<file path="src/rtl/ctm_pkg.sv">
/*
  Constants shared by the charge termination monitor: register map,
  field positions, reset values and timing counts.
  Assumes an AXI4-Lite master with 32-bit data on the other side.
*/
package ctm_pkg;
  localparam int unsigned CLK_HZ        = 40000000;
  localparam int unsigned TICK_US       = 1000;
  localparam int unsigned TICK_CYC      = (CLK_HZ / 1000000) * TICK_US;
  localparam logic [15:0] EOD_MV_BASE   = 16'h1f40;
  localparam int unsigned EOD_MV_SHIFT  = 2;
  localparam logic [15:0] HYST_TEMP_DC  = 16'h01f4;
  localparam logic [7:0]  TEMP_CODE_OFS = 8'hc8;
  localparam logic [7:0]  RATE_FACTOR   = 8'h07;
  localparam logic [7:0]  FULL_PCT      = 8'hff;
  localparam logic [7:0]  ADDR_CTRL     = 8'h00;
  localparam logic [7:0]  ADDR_SAMPLE   = 8'h04;
  localparam logic [7:0]  ADDR_HOLDOFF  = 8'h08;
  localparam logic [7:0]  ADDR_SLOPE    = 8'h0c;
  localparam logic [7:0]  ADDR_DROP     = 8'h10;
  localparam logic [7:0]  ADDR_OVCH     = 8'h14;
  localparam logic [7:0]  ADDR_TEMPLIM  = 8'h18;
  localparam logic [7:0]  ADDR_MAXT     = 8'h1c;
  localparam logic [7:0]  ADDR_EOD      = 8'h20;
  localparam logic [7:0]  ADDR_CHGREQ   = 8'h24;
  localparam logic [7:0]  ADDR_STATUS   = 8'h28;
  localparam logic [7:0]  ADDR_SOC      = 8'h2c;
  localparam logic [7:0]  ADDR_TBND     = 8'h40;
  localparam logic [7:0]  ADDR_RBND     = 8'h60;
  localparam logic [7:0]  ADDR_RESID    = 8'h80;
  localparam int unsigned ST_FULL       = 0;
  localparam int unsigned ST_BY_SLOPE   = 1;
  localparam int unsigned ST_BY_DROP    = 2;
  localparam int unsigned ST_BY_OVCH    = 3;
  localparam int unsigned ST_OVER_TEMP  = 4;
  localparam int unsigned ST_STOP_CHG   = 5;
  localparam int unsigned ST_CHG_EN     = 6;
  localparam int unsigned ST_DSG_EN     = 7;
  localparam int unsigned ST_EMPTY      = 8;
  localparam int unsigned ST_HOT_LATCH  = 9;
  localparam logic [1:0]  RESP_OKAY     = 2'b00;
  localparam logic [1:0]  RESP_SLVERR   = 2'b10;
  typedef enum logic [1:0] {
    CTM_IDLE  = 2'b00,
    CTM_CHG   = 2'b01,
    CTM_DSG   = 2'b10
  } ctm_mode_t;
endpackage

</file>
<file path="src/rtl/ctm_monitor.sv">
/*
  Charge termination monitor: full-charge detection by temperature
  slope, voltage drop and overcharge count, temperature windows, empty
  detection and charger request words, behind an AXI4-Lite slave.
  Assumes measurements arrive synchronous to i_core_clk with a one-cycle
  strobe, and that a separate SMBus master sends the request words.
*/
// Operation
// - Eight rising temperature boundary codes held.
// - Eight rising C-rate boundary codes held.
// - Residual capacity byte per temperature column.
// - Empty voltage is 8000 plus four code.
// - Charger current and voltage requests for broadcast.
// - Three full methods run together, any wins.
// - Temperature rise per sample ends charge.
// - Slope end loads state of charge value.
// - All methods held off after charge start.
// - Drop method needs rate and stable current.
// - Voltage drop from peak ends charge.
// - Overcharge method at or below max rate integrates charge.
// - Overcharge ends when charge reaches limit.
// - High temperature sets alarm, stop if charging.
// - Below minimum temperature charging is disabled.
// - Above maximum charging temperature charging stops.
// - Above maximum discharge temperature discharging stops.
// - After overheat charging waits below fifty degrees.
// - Empty valid after consecutive low checks.
`timescale 1ns/100ps
`default_nettype none
module ctm_monitor #(
  parameter int unsigned TICK_CYCLES = ctm_pkg::TICK_CYC
) (
  // Clock and reset
  input  wire logic         i_core_clk,
  input  wire logic         i_rst,
  // Measurements
  input  wire logic         i_meas_valid,
  input  wire logic [15:0]  i_temp_dc,
  input  wire logic [15:0]  i_pack_mv,
  input  wire logic [15:0]  i_curr_ma,
  input  wire logic [7:0]   i_rate_code,
  input  wire logic         i_charging,
  input  wire logic         i_discharging,
  // AXI4-Lite write
  input  wire logic [7:0]   i_awaddr,
  input  wire logic         i_awvalid,
  output logic              o_awready,
  input  wire logic [31:0]  i_wdata,
  input  wire logic [3:0]   i_wstrb,
  input  wire logic         i_wvalid,
  output logic              o_wready,
  output logic [1:0]        o_bresp,
  output logic              o_bvalid,
  input  wire logic         i_bready,
  // AXI4-Lite read
  input  wire logic [7:0]   i_araddr,
  input  wire logic         i_arvalid,
  output logic              o_arready,
  output logic [31:0]       o_rdata,
  output logic [1:0]        o_rresp,
  output logic              o_rvalid,
  input  wire logic         i_rready,
  // Status
  output logic              o_full,
  output logic              o_stop_charge_flag,
  output logic              o_over_temp,
  output logic              o_charge_en,
  output logic              o_discharge_en,
  output logic              o_empty,
  output logic [15:0]       o_empty_mv,
  output logic [15:0]       o_req_curr_ma,
  output logic [15:0]       o_req_volt_mv
);
  typedef struct packed {
    logic [7:0][7:0] temp_boundary_codes;
    logic [7:0][7:0] rate_boundary_codes;
    logic [7:0][7:0] residual_capacity_pct;
    logic [15:0] sample_interval;
    logic [15:0] full_detect_holdoff;
    logic [15:0] slope_method_soc_value;
    logic [15:0] temp_rise_threshold;
    logic [15:0] voltage_drop_threshold;
    logic [7:0]  drop_method_min_rate;
    logic [7:0]  current_stability_factor;
    logic [7:0]  overcharge_max_rate;
    logic [31:0] overcharge_soc_limit;
    logic [15:0] high_temp_alarm_limit;
    logic [15:0] charge_min_temp;
    logic [15:0] charge_max_temp;
    logic [15:0] discharge_max_temp;
    logic [7:0]  eod_code;
    logic [7:0]  empty_confirm_count;
    logic [15:0] req_curr;
    logic [15:0] req_volt;
    logic [31:0] tick_cnt;
    logic [15:0] samp_cnt;
    logic [15:0] hold_cnt;
    logic        prev_chg;
    logic        have_ref;
    logic [15:0] last_temp;
    logic [15:0] peak_mv;
    logic [15:0] last_curr;
    logic [31:0] soc;
    logic [7:0]  low_cnt;
    logic        full;
    logic [2:0]  cause;
    logic        over_temp;
    logic        stop_chg;
    logic        hot_latch;
    logic        chg_en;
    logic        dsg_en;
    logic        empty;
    logic [15:0] empty_mv;
    logic        aw_got;
    logic        w_got;
    logic [7:0]  aw_addr;
    logic [31:0] w_data;
    logic        bvalid;
    logic [1:0]  bresp;
    logic        rvalid;
    logic [31:0] rdata;
    logic [1:0]  rresp;
  } ctm_state_t;

  ctm_state_t s_q;
  ctm_state_t s_d;

  function automatic logic [31:0] ctm_read(input ctm_state_t s,
                                           input logic [7:0] a);
    logic [31:0] r;
    r = 32'h0000_0000;
    case (a)
      ctm_pkg::ADDR_CTRL:    r = {s.req_volt, s.req_curr};
      ctm_pkg::ADDR_SAMPLE:  r = {16'h0000, s.sample_interval};
      ctm_pkg::ADDR_HOLDOFF: r = {16'h0000, s.full_detect_holdoff};
      ctm_pkg::ADDR_SLOPE:   r = {s.temp_rise_threshold,
                                  s.slope_method_soc_value};
      ctm_pkg::ADDR_DROP:    r = {s.current_stability_factor,
                                  s.drop_method_min_rate,
                                  s.voltage_drop_threshold};
      ctm_pkg::ADDR_OVCH:    r = s.overcharge_soc_limit;
      ctm_pkg::ADDR_TEMPLIM: r = {s.charge_min_temp,
                                  s.high_temp_alarm_limit};
      ctm_pkg::ADDR_MAXT:    r = {s.discharge_max_temp, s.charge_max_temp};
      ctm_pkg::ADDR_EOD:     r = {8'h00, s.overcharge_max_rate,
                                  s.empty_confirm_count, s.eod_code};
      ctm_pkg::ADDR_CHGREQ:  r = {16'h0000, s.empty_mv};
      ctm_pkg::ADDR_STATUS:  r = {22'h000000, s.hot_latch, s.empty,
                                  s.dsg_en, s.chg_en, s.stop_chg,
                                  s.over_temp, s.cause, s.full};
      ctm_pkg::ADDR_SOC:     r = s.soc;
      ctm_pkg::ADDR_TBND:    r = s.temp_boundary_codes[3:0];
      ctm_pkg::ADDR_TBND + 8'h04: r = s.temp_boundary_codes[7:4];
      ctm_pkg::ADDR_RBND:    r = s.rate_boundary_codes[3:0];
      ctm_pkg::ADDR_RBND + 8'h04: r = s.rate_boundary_codes[7:4];
      ctm_pkg::ADDR_RESID:   r = s.residual_capacity_pct[3:0];
      ctm_pkg::ADDR_RESID + 8'h04: r = s.residual_capacity_pct[7:4];
      default:               r = 32'h0000_0000;
    endcase
    return r;
  endfunction

  function automatic logic ctm_mapped(input logic [7:0] a);
    return (a <= ctm_pkg::ADDR_SOC) || (a == ctm_pkg::ADDR_TBND) ||
           (a == ctm_pkg::ADDR_TBND + 8'h04) ||
           (a == ctm_pkg::ADDR_RBND) || (a == ctm_pkg::ADDR_RBND + 8'h04) ||
           (a == ctm_pkg::ADDR_RESID) || (a == ctm_pkg::ADDR_RESID + 8'h04);
  endfunction

  logic        tick;
  logic        samp;
  logic        armed;
  logic        new_chg;
  logic        wr_fire;
  logic        slope_hit;
  logic        drop_hit;
  logic        ovch_hit;
  logic        drop_en;
  logic        ovch_en;
  logic        stable;
  logic [15:0] cdiff;
  logic [15:0] eod_level;

  always_comb begin
    s_d       = s_q;
    tick      = (s_q.tick_cnt >= TICK_CYCLES - 1);
    samp      = 1'b0;
    new_chg   = i_charging && !s_q.prev_chg;
    armed     = (s_q.hold_cnt >= s_q.full_detect_holdoff);
    // Current is stable when it moved by no more than the set factor.
    cdiff     = (i_curr_ma > s_q.last_curr) ? i_curr_ma - s_q.last_curr
                                            : s_q.last_curr - i_curr_ma;
    stable    = (cdiff[15:8] == 8'h00) &&
                (cdiff[7:0] <= s_q.current_stability_factor);
    drop_en   = (i_rate_code >= s_q.drop_method_min_rate) && stable;
    ovch_en   = (i_rate_code <= s_q.overcharge_max_rate);
    eod_level = ctm_pkg::EOD_MV_BASE +
                {6'h00, s_q.eod_code, 2'b00};
    slope_hit = 1'b0;
    drop_hit  = 1'b0;
    ovch_hit  = 1'b0;
    wr_fire   = 1'b0;

    s_d.prev_chg = i_charging;
    s_d.empty_mv = eod_level;
    s_d.tick_cnt = tick ? 32'h0000_0000 : s_q.tick_cnt + 32'h0000_0001;
    if (tick && i_charging && !armed) begin
      s_d.hold_cnt = s_q.hold_cnt + 16'h0001;
    end
    if (tick) begin
      s_d.samp_cnt = s_q.samp_cnt + 16'h0001;
      if (s_q.samp_cnt + 16'h0001 >= s_q.sample_interval) begin
        s_d.samp_cnt = 16'h0000;
        samp = 1'b1;
      end
    end

    if (i_meas_valid && i_charging) begin
      s_d.last_curr = i_curr_ma;
      if (ovch_en) begin
        s_d.soc = s_q.soc + {16'h0000, i_curr_ma};
      end
      if (samp) begin
        s_d.have_ref  = 1'b1;
        s_d.last_temp = i_temp_dc;
        if (i_pack_mv > s_q.peak_mv) begin
          s_d.peak_mv = i_pack_mv;
        end
        // Methods evaluate together; any one ends the charge.
        slope_hit = s_q.have_ref && (i_temp_dc > s_q.last_temp) &&
                    (i_temp_dc - s_q.last_temp >=
                     s_q.temp_rise_threshold);
        drop_hit  = s_q.have_ref && drop_en && (s_q.peak_mv > i_pack_mv) &&
                    (s_q.peak_mv - i_pack_mv >=
                     s_q.voltage_drop_threshold);
      end
      ovch_hit = ovch_en && (s_d.soc >= s_q.overcharge_soc_limit);
    end
    if (armed && !s_q.full && (slope_hit || drop_hit || ovch_hit)) begin
      s_d.full  = 1'b1;
      s_d.cause = {ovch_hit, drop_hit, slope_hit};
      if (slope_hit) begin
        s_d.soc = {16'h0000, s_q.slope_method_soc_value};
      end
    end
    if (new_chg) begin
      s_d.full     = 1'b0;
      s_d.cause    = 3'b000;
      s_d.hold_cnt = 16'h0000;
      s_d.have_ref = 1'b0;
      s_d.peak_mv  = 16'h0000;
      s_d.soc      = 32'h0000_0000;
    end

    if (i_meas_valid) begin
      s_d.over_temp = (i_temp_dc > s_q.high_temp_alarm_limit);
      s_d.stop_chg  = s_d.over_temp && i_charging;
      if (i_charging && i_temp_dc > s_q.charge_max_temp) begin
        s_d.hot_latch = 1'b1;
      end else if (i_temp_dc < ctm_pkg::HYST_TEMP_DC) begin
        s_d.hot_latch = 1'b0;
      end
      s_d.chg_en = !(i_temp_dc < s_q.charge_min_temp) &&
                   !s_d.hot_latch && !s_q.full;
      s_d.dsg_en = !(i_discharging &&
                     i_temp_dc > s_q.discharge_max_temp);
      if (tick) begin
        if (i_pack_mv < eod_level) begin
          if (s_q.low_cnt < s_q.empty_confirm_count) begin
            s_d.low_cnt = s_q.low_cnt + 8'h01;
          end
        end else begin
          s_d.low_cnt = 8'h00;
        end
      end
      s_d.empty = (s_d.low_cnt >= s_q.empty_confirm_count) &&
                  (i_pack_mv < eod_level);
    end

    // AXI4-Lite write: address and data in any order, then response.
    if (i_awvalid && !s_q.aw_got) begin
      s_d.aw_got  = 1'b1;
      s_d.aw_addr = i_awaddr;
    end
    if (i_wvalid && !s_q.w_got) begin
      s_d.w_got  = 1'b1;
      s_d.w_data = i_wdata;
    end
    if (s_q.aw_got && s_q.w_got && !s_q.bvalid) begin
      wr_fire   = 1'b1;
      s_d.aw_got = 1'b0;
      s_d.w_got  = 1'b0;
      s_d.bvalid = 1'b1;
      s_d.bresp  = ctm_mapped(s_q.aw_addr) && s_q.aw_addr !=
                   ctm_pkg::ADDR_STATUS ? ctm_pkg::RESP_OKAY
                                        : ctm_pkg::RESP_SLVERR;
    end
    if (s_q.bvalid && i_bready) begin
      s_d.bvalid = 1'b0;
    end
    if (wr_fire) begin
      case (s_q.aw_addr)
        ctm_pkg::ADDR_CTRL: begin
          s_d.req_curr = s_q.w_data[15:0];
          s_d.req_volt = s_q.w_data[31:16];
        end
        ctm_pkg::ADDR_SAMPLE:  s_d.sample_interval = s_q.w_data[15:0];
        ctm_pkg::ADDR_HOLDOFF: s_d.full_detect_holdoff = s_q.w_data[15:0];
        ctm_pkg::ADDR_SLOPE: begin
          s_d.slope_method_soc_value = s_q.w_data[15:0];
          s_d.temp_rise_threshold    = s_q.w_data[31:16];
        end
        ctm_pkg::ADDR_DROP: begin
          s_d.voltage_drop_threshold   = s_q.w_data[15:0];
          s_d.drop_method_min_rate     = s_q.w_data[23:16];
          s_d.current_stability_factor = s_q.w_data[31:24];
        end
        ctm_pkg::ADDR_OVCH: s_d.overcharge_soc_limit = s_q.w_data;
        ctm_pkg::ADDR_TEMPLIM: begin
          s_d.high_temp_alarm_limit = s_q.w_data[15:0];
          s_d.charge_min_temp       = s_q.w_data[31:16];
        end
        ctm_pkg::ADDR_MAXT: begin
          s_d.charge_max_temp    = s_q.w_data[15:0];
          s_d.discharge_max_temp = s_q.w_data[31:16];
        end
        ctm_pkg::ADDR_EOD: begin
          s_d.eod_code            = s_q.w_data[7:0];
          s_d.empty_confirm_count = s_q.w_data[15:8];
          s_d.overcharge_max_rate = s_q.w_data[23:16];
        end
        // Boundary tables take whole words; byte strobes are ignored.
        ctm_pkg::ADDR_TBND: s_d.temp_boundary_codes[3:0] = s_q.w_data;
        ctm_pkg::ADDR_TBND + 8'h04:
          s_d.temp_boundary_codes[7:4] = s_q.w_data;
        ctm_pkg::ADDR_RBND: s_d.rate_boundary_codes[3:0] = s_q.w_data;
        ctm_pkg::ADDR_RBND + 8'h04:
          s_d.rate_boundary_codes[7:4] = s_q.w_data;
        ctm_pkg::ADDR_RESID:
          s_d.residual_capacity_pct[3:0] = s_q.w_data;
        ctm_pkg::ADDR_RESID + 8'h04:
          s_d.residual_capacity_pct[7:4] = s_q.w_data;
        default: s_d.req_curr = s_d.req_curr;
      endcase
    end

    if (i_arvalid && !s_q.rvalid) begin
      s_d.rvalid = 1'b1;
      s_d.rdata  = ctm_read(s_q, i_araddr);
      s_d.rresp  = ctm_mapped(i_araddr) ? ctm_pkg::RESP_OKAY
                                        : ctm_pkg::RESP_SLVERR;
    end else if (s_q.rvalid && i_rready) begin
      s_d.rvalid = 1'b0;
    end
  end

  always_ff @(posedge i_core_clk or posedge i_rst) begin
    if (i_rst) begin
      s_q <= '0;
    end else begin
      s_q <= s_d;
    end
  end

  assign o_awready          = !s_q.aw_got;
  assign o_wready           = !s_q.w_got;
  assign o_bvalid           = s_q.bvalid;
  assign o_bresp            = s_q.bresp;
  assign o_arready          = !s_q.rvalid;
  assign o_rvalid           = s_q.rvalid;
  assign o_rdata            = s_q.rdata;
  assign o_rresp            = s_q.rresp;
  assign o_full             = s_q.full;
  assign o_stop_charge_flag = s_q.stop_chg;
  assign o_over_temp        = s_q.over_temp;
  assign o_charge_en        = s_q.chg_en;
  assign o_discharge_en     = s_q.dsg_en;
  assign o_empty            = s_q.empty;
  assign o_empty_mv         = s_q.empty_mv;
  assign o_req_curr_ma      = s_q.req_curr;
  assign o_req_volt_mv      = s_q.req_volt;

  property p_over_temp;
    @(posedge i_core_clk) disable iff (i_rst)
      i_meas_valid && (i_temp_dc > s_q.high_temp_alarm_limit)
      |=> o_over_temp;
  endproperty
  a_over_temp: assert property (p_over_temp)
    else $error("over temperature flag missed");

  property p_stop_chg;
    @(posedge i_core_clk) disable iff (i_rst)
      o_stop_charge_flag |-> o_over_temp;
  endproperty
  a_stop_chg: assert property (p_stop_chg)
    else $error("stop charge without over temperature");

  property p_min_temp;
    @(posedge i_core_clk) disable iff (i_rst)
      i_meas_valid && (i_temp_dc < s_q.charge_min_temp) |=> !o_charge_en;
  endproperty
  a_min_temp: assert property (p_min_temp)
    else $error("charging enabled below minimum temperature");

  property p_hyst;
    @(posedge i_core_clk) disable iff (i_rst)
      s_q.hot_latch && i_meas_valid &&
      (i_temp_dc >= ctm_pkg::HYST_TEMP_DC) |=> !o_charge_en;
  endproperty
  a_hyst: assert property (p_hyst)
    else $error("charging resumed above hysteresis point");

  property p_dsg;
    @(posedge i_core_clk) disable iff (i_rst)
      i_meas_valid && i_discharging &&
      (i_temp_dc > s_q.discharge_max_temp) |=> !o_discharge_en;
  endproperty
  a_dsg: assert property (p_dsg)
    else $error("discharge enabled above maximum temperature");

  property p_holdoff;
    @(posedge i_core_clk) disable iff (i_rst)
      !armed && !s_q.full |=> !o_full;
  endproperty
  a_holdoff: assert property (p_holdoff)
    else $error("full detected during holdoff");

  property p_new_chg;
    @(posedge i_core_clk) disable iff (i_rst)
      new_chg |=> !o_full;
  endproperty
  a_new_chg: assert property (p_new_chg)
    else $error("full flag survived new charge");

  property p_slope_soc;
    @(posedge i_core_clk) disable iff (i_rst)
      $rose(o_full) && s_q.cause[0] |->
      s_q.soc == {16'h0000, $past(s_q.slope_method_soc_value)};
  endproperty
  a_slope_soc: assert property (p_slope_soc)
    else $error("slope end did not load charge value");

  // The level register still holds its reset value one cycle after reset.
  property p_eod_mv;
    @(posedge i_core_clk) disable iff (i_rst)
      !$past(i_rst) |->
      o_empty_mv == ctm_pkg::EOD_MV_BASE +
      {6'h00, $past(s_q.eod_code), 2'b00};
  endproperty
  a_eod_mv: assert property (p_eod_mv)
    else $error("empty voltage level wrong");
endmodule
`default_nettype wire

</file>
<file path="config.mk">
export PLATFORM = sky130hd
export DESIGN_NAME = ctm_monitor
export DESIGN_NICKNAME = d
export VERILOG_FILES = /design/src/rtl/ctm_pkg.sv /design/src/rtl/ctm_monitor.sv
export SDC_FILE = /design/constraint.sdc
export NUM_CORES = 2
export LEC_CHECK = 0
export ABC_AREA = 0
export BUFFER_PORTS_ARGS = -buffer_cell sky130_fd_sc_hd__buf_2
export CAP_MARGIN = 20
export CORE_AREA = 3 3 286 288
export CTS_CLUSTER_DIAMETER = 100
export DETAILED_ROUTE_END_ITERATION = 16
export DIE_AREA = 0 0 289 291
export PLACE_DENSITY = 0.75
export SYNTH_ARGS = -nofsm -noshare
export SYNTH_HDL_FRONTEND = slang
export SYNTH_SLANG_ARGS = --single-unit
</file>
<file path="constraint.sdc">
create_clock -name i_core_clk -period 38.2 [get_ports i_core_clk]
set_clock_uncertainty 0.2 [all_clocks]
set_input_delay 3.82 -clock i_core_clk [delete_from_list [all_inputs] [get_ports i_core_clk]]
set_output_delay 3.82 -clock i_core_clk [all_outputs]
set_load 0.1 [all_outputs]
</file>
Word level (Yosys, flattened, before mapping)
Index checks and enable logic that the tools add are counted.
- logic and storage cells: 258
- output and inout bits: 95
- bits of input ports: 118
- flip-flop bits (word level): 698
- multiplexer cells: 42
- reduce and logical (&&, ||, !) cells: 82
- add/sub/neg operators: 10
- eq/ne operators: 32
- order comparisons: 23
- operator list (cell ; number):
    $pmux 32 s18 ; 1
    $mux 32 ; 6
    $gt 16x16->1 ; 7
    $mux 16 ; 6
    $mux 81 ; 1
    $eq 8x5->1 const B ; 8
    $eq 8x7->1 const B ; 8
    $ge 16x16->1 ; 4
    $sub 16x16->16 ; 4
    $eq 8x6->1 const B ; 5
    $reduce_and 2->1 ; 17
    $mux 33 ; 1
    $add 16x1->16 const B ; 2
    $add 32x1->32 const B ; 1
    $add 32x16->32 ; 1
    $eq 8x4->1 const B ; 4
    $eq 8x8->1 const B ; 4
    $ge 32x16->1 const B ; 1
    $ge 32x32->1 ; 1
    $mux 8 ; 4
    $logic_and 1x1->1 ; 28
    $logic_not 8->1 ; 3
    $reduce_bool 2->1 ; 9
    $mux 1 ; 17
    17 further kinds ; 46

Longest topological paths before layout
- word-level depth: 15
- mapped depth: 24
- mapped depth without buffers: 23

Worst setup path before layout
OpenSTA, ideal clock, no wires.
- kind: input port to flip-flop
- from: input port i_curr_ma[0]
- to: register s_q[104] (netlist bit)
- setup slack: 29504 ps
- required time: 37881 ps
- cell stages on the path: 24
- library setup time: 119 ps
- buffers on the path: 1
- arrival: 8378 ps
- cell sequence: ha_1 -> inv_1 -> fa_1 -> nor2b_1 -> o21ai_0 -> a21boi_1 -> o2111a_1 -> and3b_1 -> o41ai_1 -> a21bo_2 -> clkbuf_1 -> nand2_1 -> nor2_1 -> xor2_1 -> ha_1 -> and3_1 -> nand4_1 -> nor4_1 -> a221o_1 -> o31a_1 -> o31a_1 -> and4_1 -> a31oi_1 -> a21bo_1
- longest elaborated chain between the ends: 14
- elaborated cells on any way between the ends: 25
- classes of those cells: add/sub: 3; order compare: 3; mux: 8; reduce/logical: 11
- RTL lines (item ; line ; source):
    from (decl) ; ctm_monitor.sv:40 ; input wire logic [15:0] i_curr_ma,
    parallel branches: the longest is 14 deep, another holds $add 32x16->32 ; -- ;
    to (signal assigned) ; ctm_monitor.sv:359 ; s_q <= '0;
    to (signal assigned) ; ctm_monitor.sv:361 ; s_q <= s_d;
    to (decl) ; ctm_monitor.sv:125 ; ctm_state_t s_q;
Several ways; the timed one is not identified. The select of a mux whose other input is x is not followed.
A chain may end at the register's enable or synchronous reset.

Final worst setup path
- from: input port i_curr_ma[9]
- to: register s_q[104] (netlist bit)
- longest elaborated chain between the ends: 14
- elaborated cells on any way between the ends: 25
- classes of those cells: add/sub: 3; order compare: 3; mux: 8; reduce/logical: 11
- RTL lines (item):
    parallel branches: the longest is 14 deep, another holds $add 32x16->32
Several ways; the timed one is not identified. The select of a mux whose other input is x is not followed.

==> metrics <==
status completed; Final Setup Violations 0; reg2reg end s_q[130]; synthesized area per cell 10.6 sq um; # resized after CTS 0; commonest cells after routing, fill and taps aside dfrtp_1, mux2_2, inv_1; Initial Util 0.501; Worst slew margin 0.220; Seq/Total Area, Yosys 0.437; Reg clk slew, reported paths 60 ps; top sig layer met5; Synth Cell Area 0.0397 sq mm; Max clock buf depth 3; antenna-violating nets left 0; Routed WL 119000 um; HP Class register to register; fmax between 100 and 150 MHz; fraction of registers with async set/reset 1.00; port bufs between 200 and 250; core area 0.0791 sq mm; final number of max-transition violations 0; worst reg-to-reg setup slack 31660 ps; synthesized instance count 3746; H-tree depth 3; Worst R2R Start s_q[212]; Overall Global Routing Usage 0.280; initial antenna violation count 12; hold endpoint o_empty_mv[3]; vias approximately 30000; CTS tree yes; routed len/inst ~24 um; die extent in x roughly 290 um; min Tclk post-route approximately 9500 ps; wire length on met2 53800 um; Critical Path Start Type input port; Clk Latency, worst-skew pair 650 ps; share of post-route cells with drive strength above 1 0.237; CTS Sinks 693; Lkg Pwr 21.2 nW; pwr dens 68.6 mW/mm^2; DRC 0; RSZ-0062 raised after global routing false; Seq cells post-synth 693; vias in the first global route 30300; TNS Setup 0 ps; VDD IR-drop max between 0.00008 and 0.00009 V; Post-Place Worst Slack roughly 28000 ps; routed wl met3 10500 um; I/O Pins 213; DRT iter0 DRCs around 3000; commonest non-fill, non-tap cell in the layout dfrtp_1; dpl hpwl 83500 um; nature of the critical path endpoint register; top cell type's share of synthesized area 0.437; Via density 6.17; Power Total 0.00302 W; Root Buffer clkbuf_16; total grt overflow 0; largest net degree at the start of global routing roughly 180; die area between 0.08 and 0.09 sq mm; Hold Path Cell Cnt 0; Max-cap violations 0; Most used DFF post-synth dfrtp_1; part of the cycle the worst path needs 0.250; YS warnings 0; final hold violation count 0; Post CTS Setup Buffer Count 0; worst-margin pin slew 1170 ps; Num CTS Buffers 78; kind of critical path input port to register; Critical Path AT 9870 ps; RD Place Congestion just over 0.9; Yosys cell types 81; P&R area growth vs syn 11.1%; R2R cell count 19; first-pass GRT wire length 182000 um; area leader, netlist dfrtp_1; metal1 wirelength 49200 um; required time of the critical path just under 40000 ps; Site Rows ~100; hold path startpoint s_q[301]; setup slack after layout 28650 ps; CTS Hold Bufs 0; fin nets 4251; Post-synth EDFFs 0; CP Max Fanout 15; DR pass1 iterations 8; Min Hold Slack between 200 and 250 ps; Die Ht 291 um; top post-synthesis cells by area dfrtp_1, mux2_2, ha_1
==> area by class of cell <==
class	count	area (sq um)
Antenna cell	5	12.5
Clock buffer	104	2190
Clock inverter	37	544
Fill cell	6660	35100
Inverter	303	1140
Multi-Input combinational cell	2505	20100
Sequential cell	693	17300
Tap cell	1050	1310
Timing Repair Buffer	253	1450
==> where the power goes <==
group          switching (W)  internal, W  total [W]
registers           0.000225     0.000910    0.00113
clock network       0.000326     0.000470   0.000796
logic               0.000660     0.000433    0.00109
total                0.00121      0.00181    0.00302
==> how the worst max path moves through the flow <==
stage,slack [ps],to,from,cells past startpoint
floorplan,14750,o_bresp[1],i_rst,1
global placement,28160,s_q[104],i_curr_ma[9],20
detailed placement,28140,s_q[104],i_curr_ma[9],20
CTS,28780,s_q[104],i_curr_ma[9],20
global route,28270,s_q[102],i_curr_ma[11],20
finish,28650,s_q[104],i_curr_ma[9],20
==> registers in the layout (all words and copies together) (netlist names) <==
signal,cells
o_bresp,1
o_bvalid,1
o_charge_en,1
o_discharge_en,1
o_empty,1
o_empty_mv,11
o_full,1
o_over_temp,1
o_rdata,32
o_req_curr_ma,16
o_req_volt_mv,16
o_rresp,1
o_rvalid,1
o_stop_charge_flag,1
s_q,608
==> routing by layer <==
metal | global-route usage | vias up
met2 | 0.438 | 1321
li1 | - | 13600
met5 | 0 | -
met4 | 0.117 | 14
met3 | 0.0555 | 309
met1 | 0.380 | 15300
==> critical path, cell delays in order <==
cell	delay (ps)
buf_2	160
inv_1	60
ha_1	560
a211oi_1	170
o21bai_1	340
a211oi_1	140
a21oi_1	850
o21ai_0	270
xnor2_1	270
ha_1	300
a211o_1	300
a21oi_1	120
a31oi_1	280
nor3_1	220
nand4_1	400
or3b_1	510
or4_4	560
o221ai_2	240
nand2_2	110
a21bo_1	180
==> per-stage QoR <==
| stage | std cells | area, sq um | utilization |
|---|---|---|---|
| finish | 4950 | 44100 | 0.557 |
| floorplan | 3767 | 39700 | - |
| global route | 4946 | 44100 | 0.557 |
| global placement | 4800 | 41200 | 0.521 |
| detailed placement | 4800 | 41200 | 0.521 |
| CTS | 4941 | 44000 | 0.556 |
==> cells in the mapped netlist (62+ instances only) <==
master,number
nor2_1,187
mux2_2,495
nand3_1,62
nand2_1,205
buf_4,84
nand4_1,72
a21oi_1,132
xnor2_1,75
a22oi_1,100
inv_1,303
dfrtp_1,693
ha_1,294
o21ai_0,167
a21o_1,94
clkbuf_1,146
==> cells by family after synthesis <==
logic type / after synthesis / synth area share
simple gates: 732 / 0.0902
mux: 518 / 0.146
other cells: 1 / 0.0000945
xor+xnor: 123 / 0.0272
fa+ha+maj: 299 / 0.0953
flops: 693 / 0.437
buf+inv: 569 / 0.0618
compound gates: 811 / 0.142
Note: power is estimated with default switching activity, not from simulation.
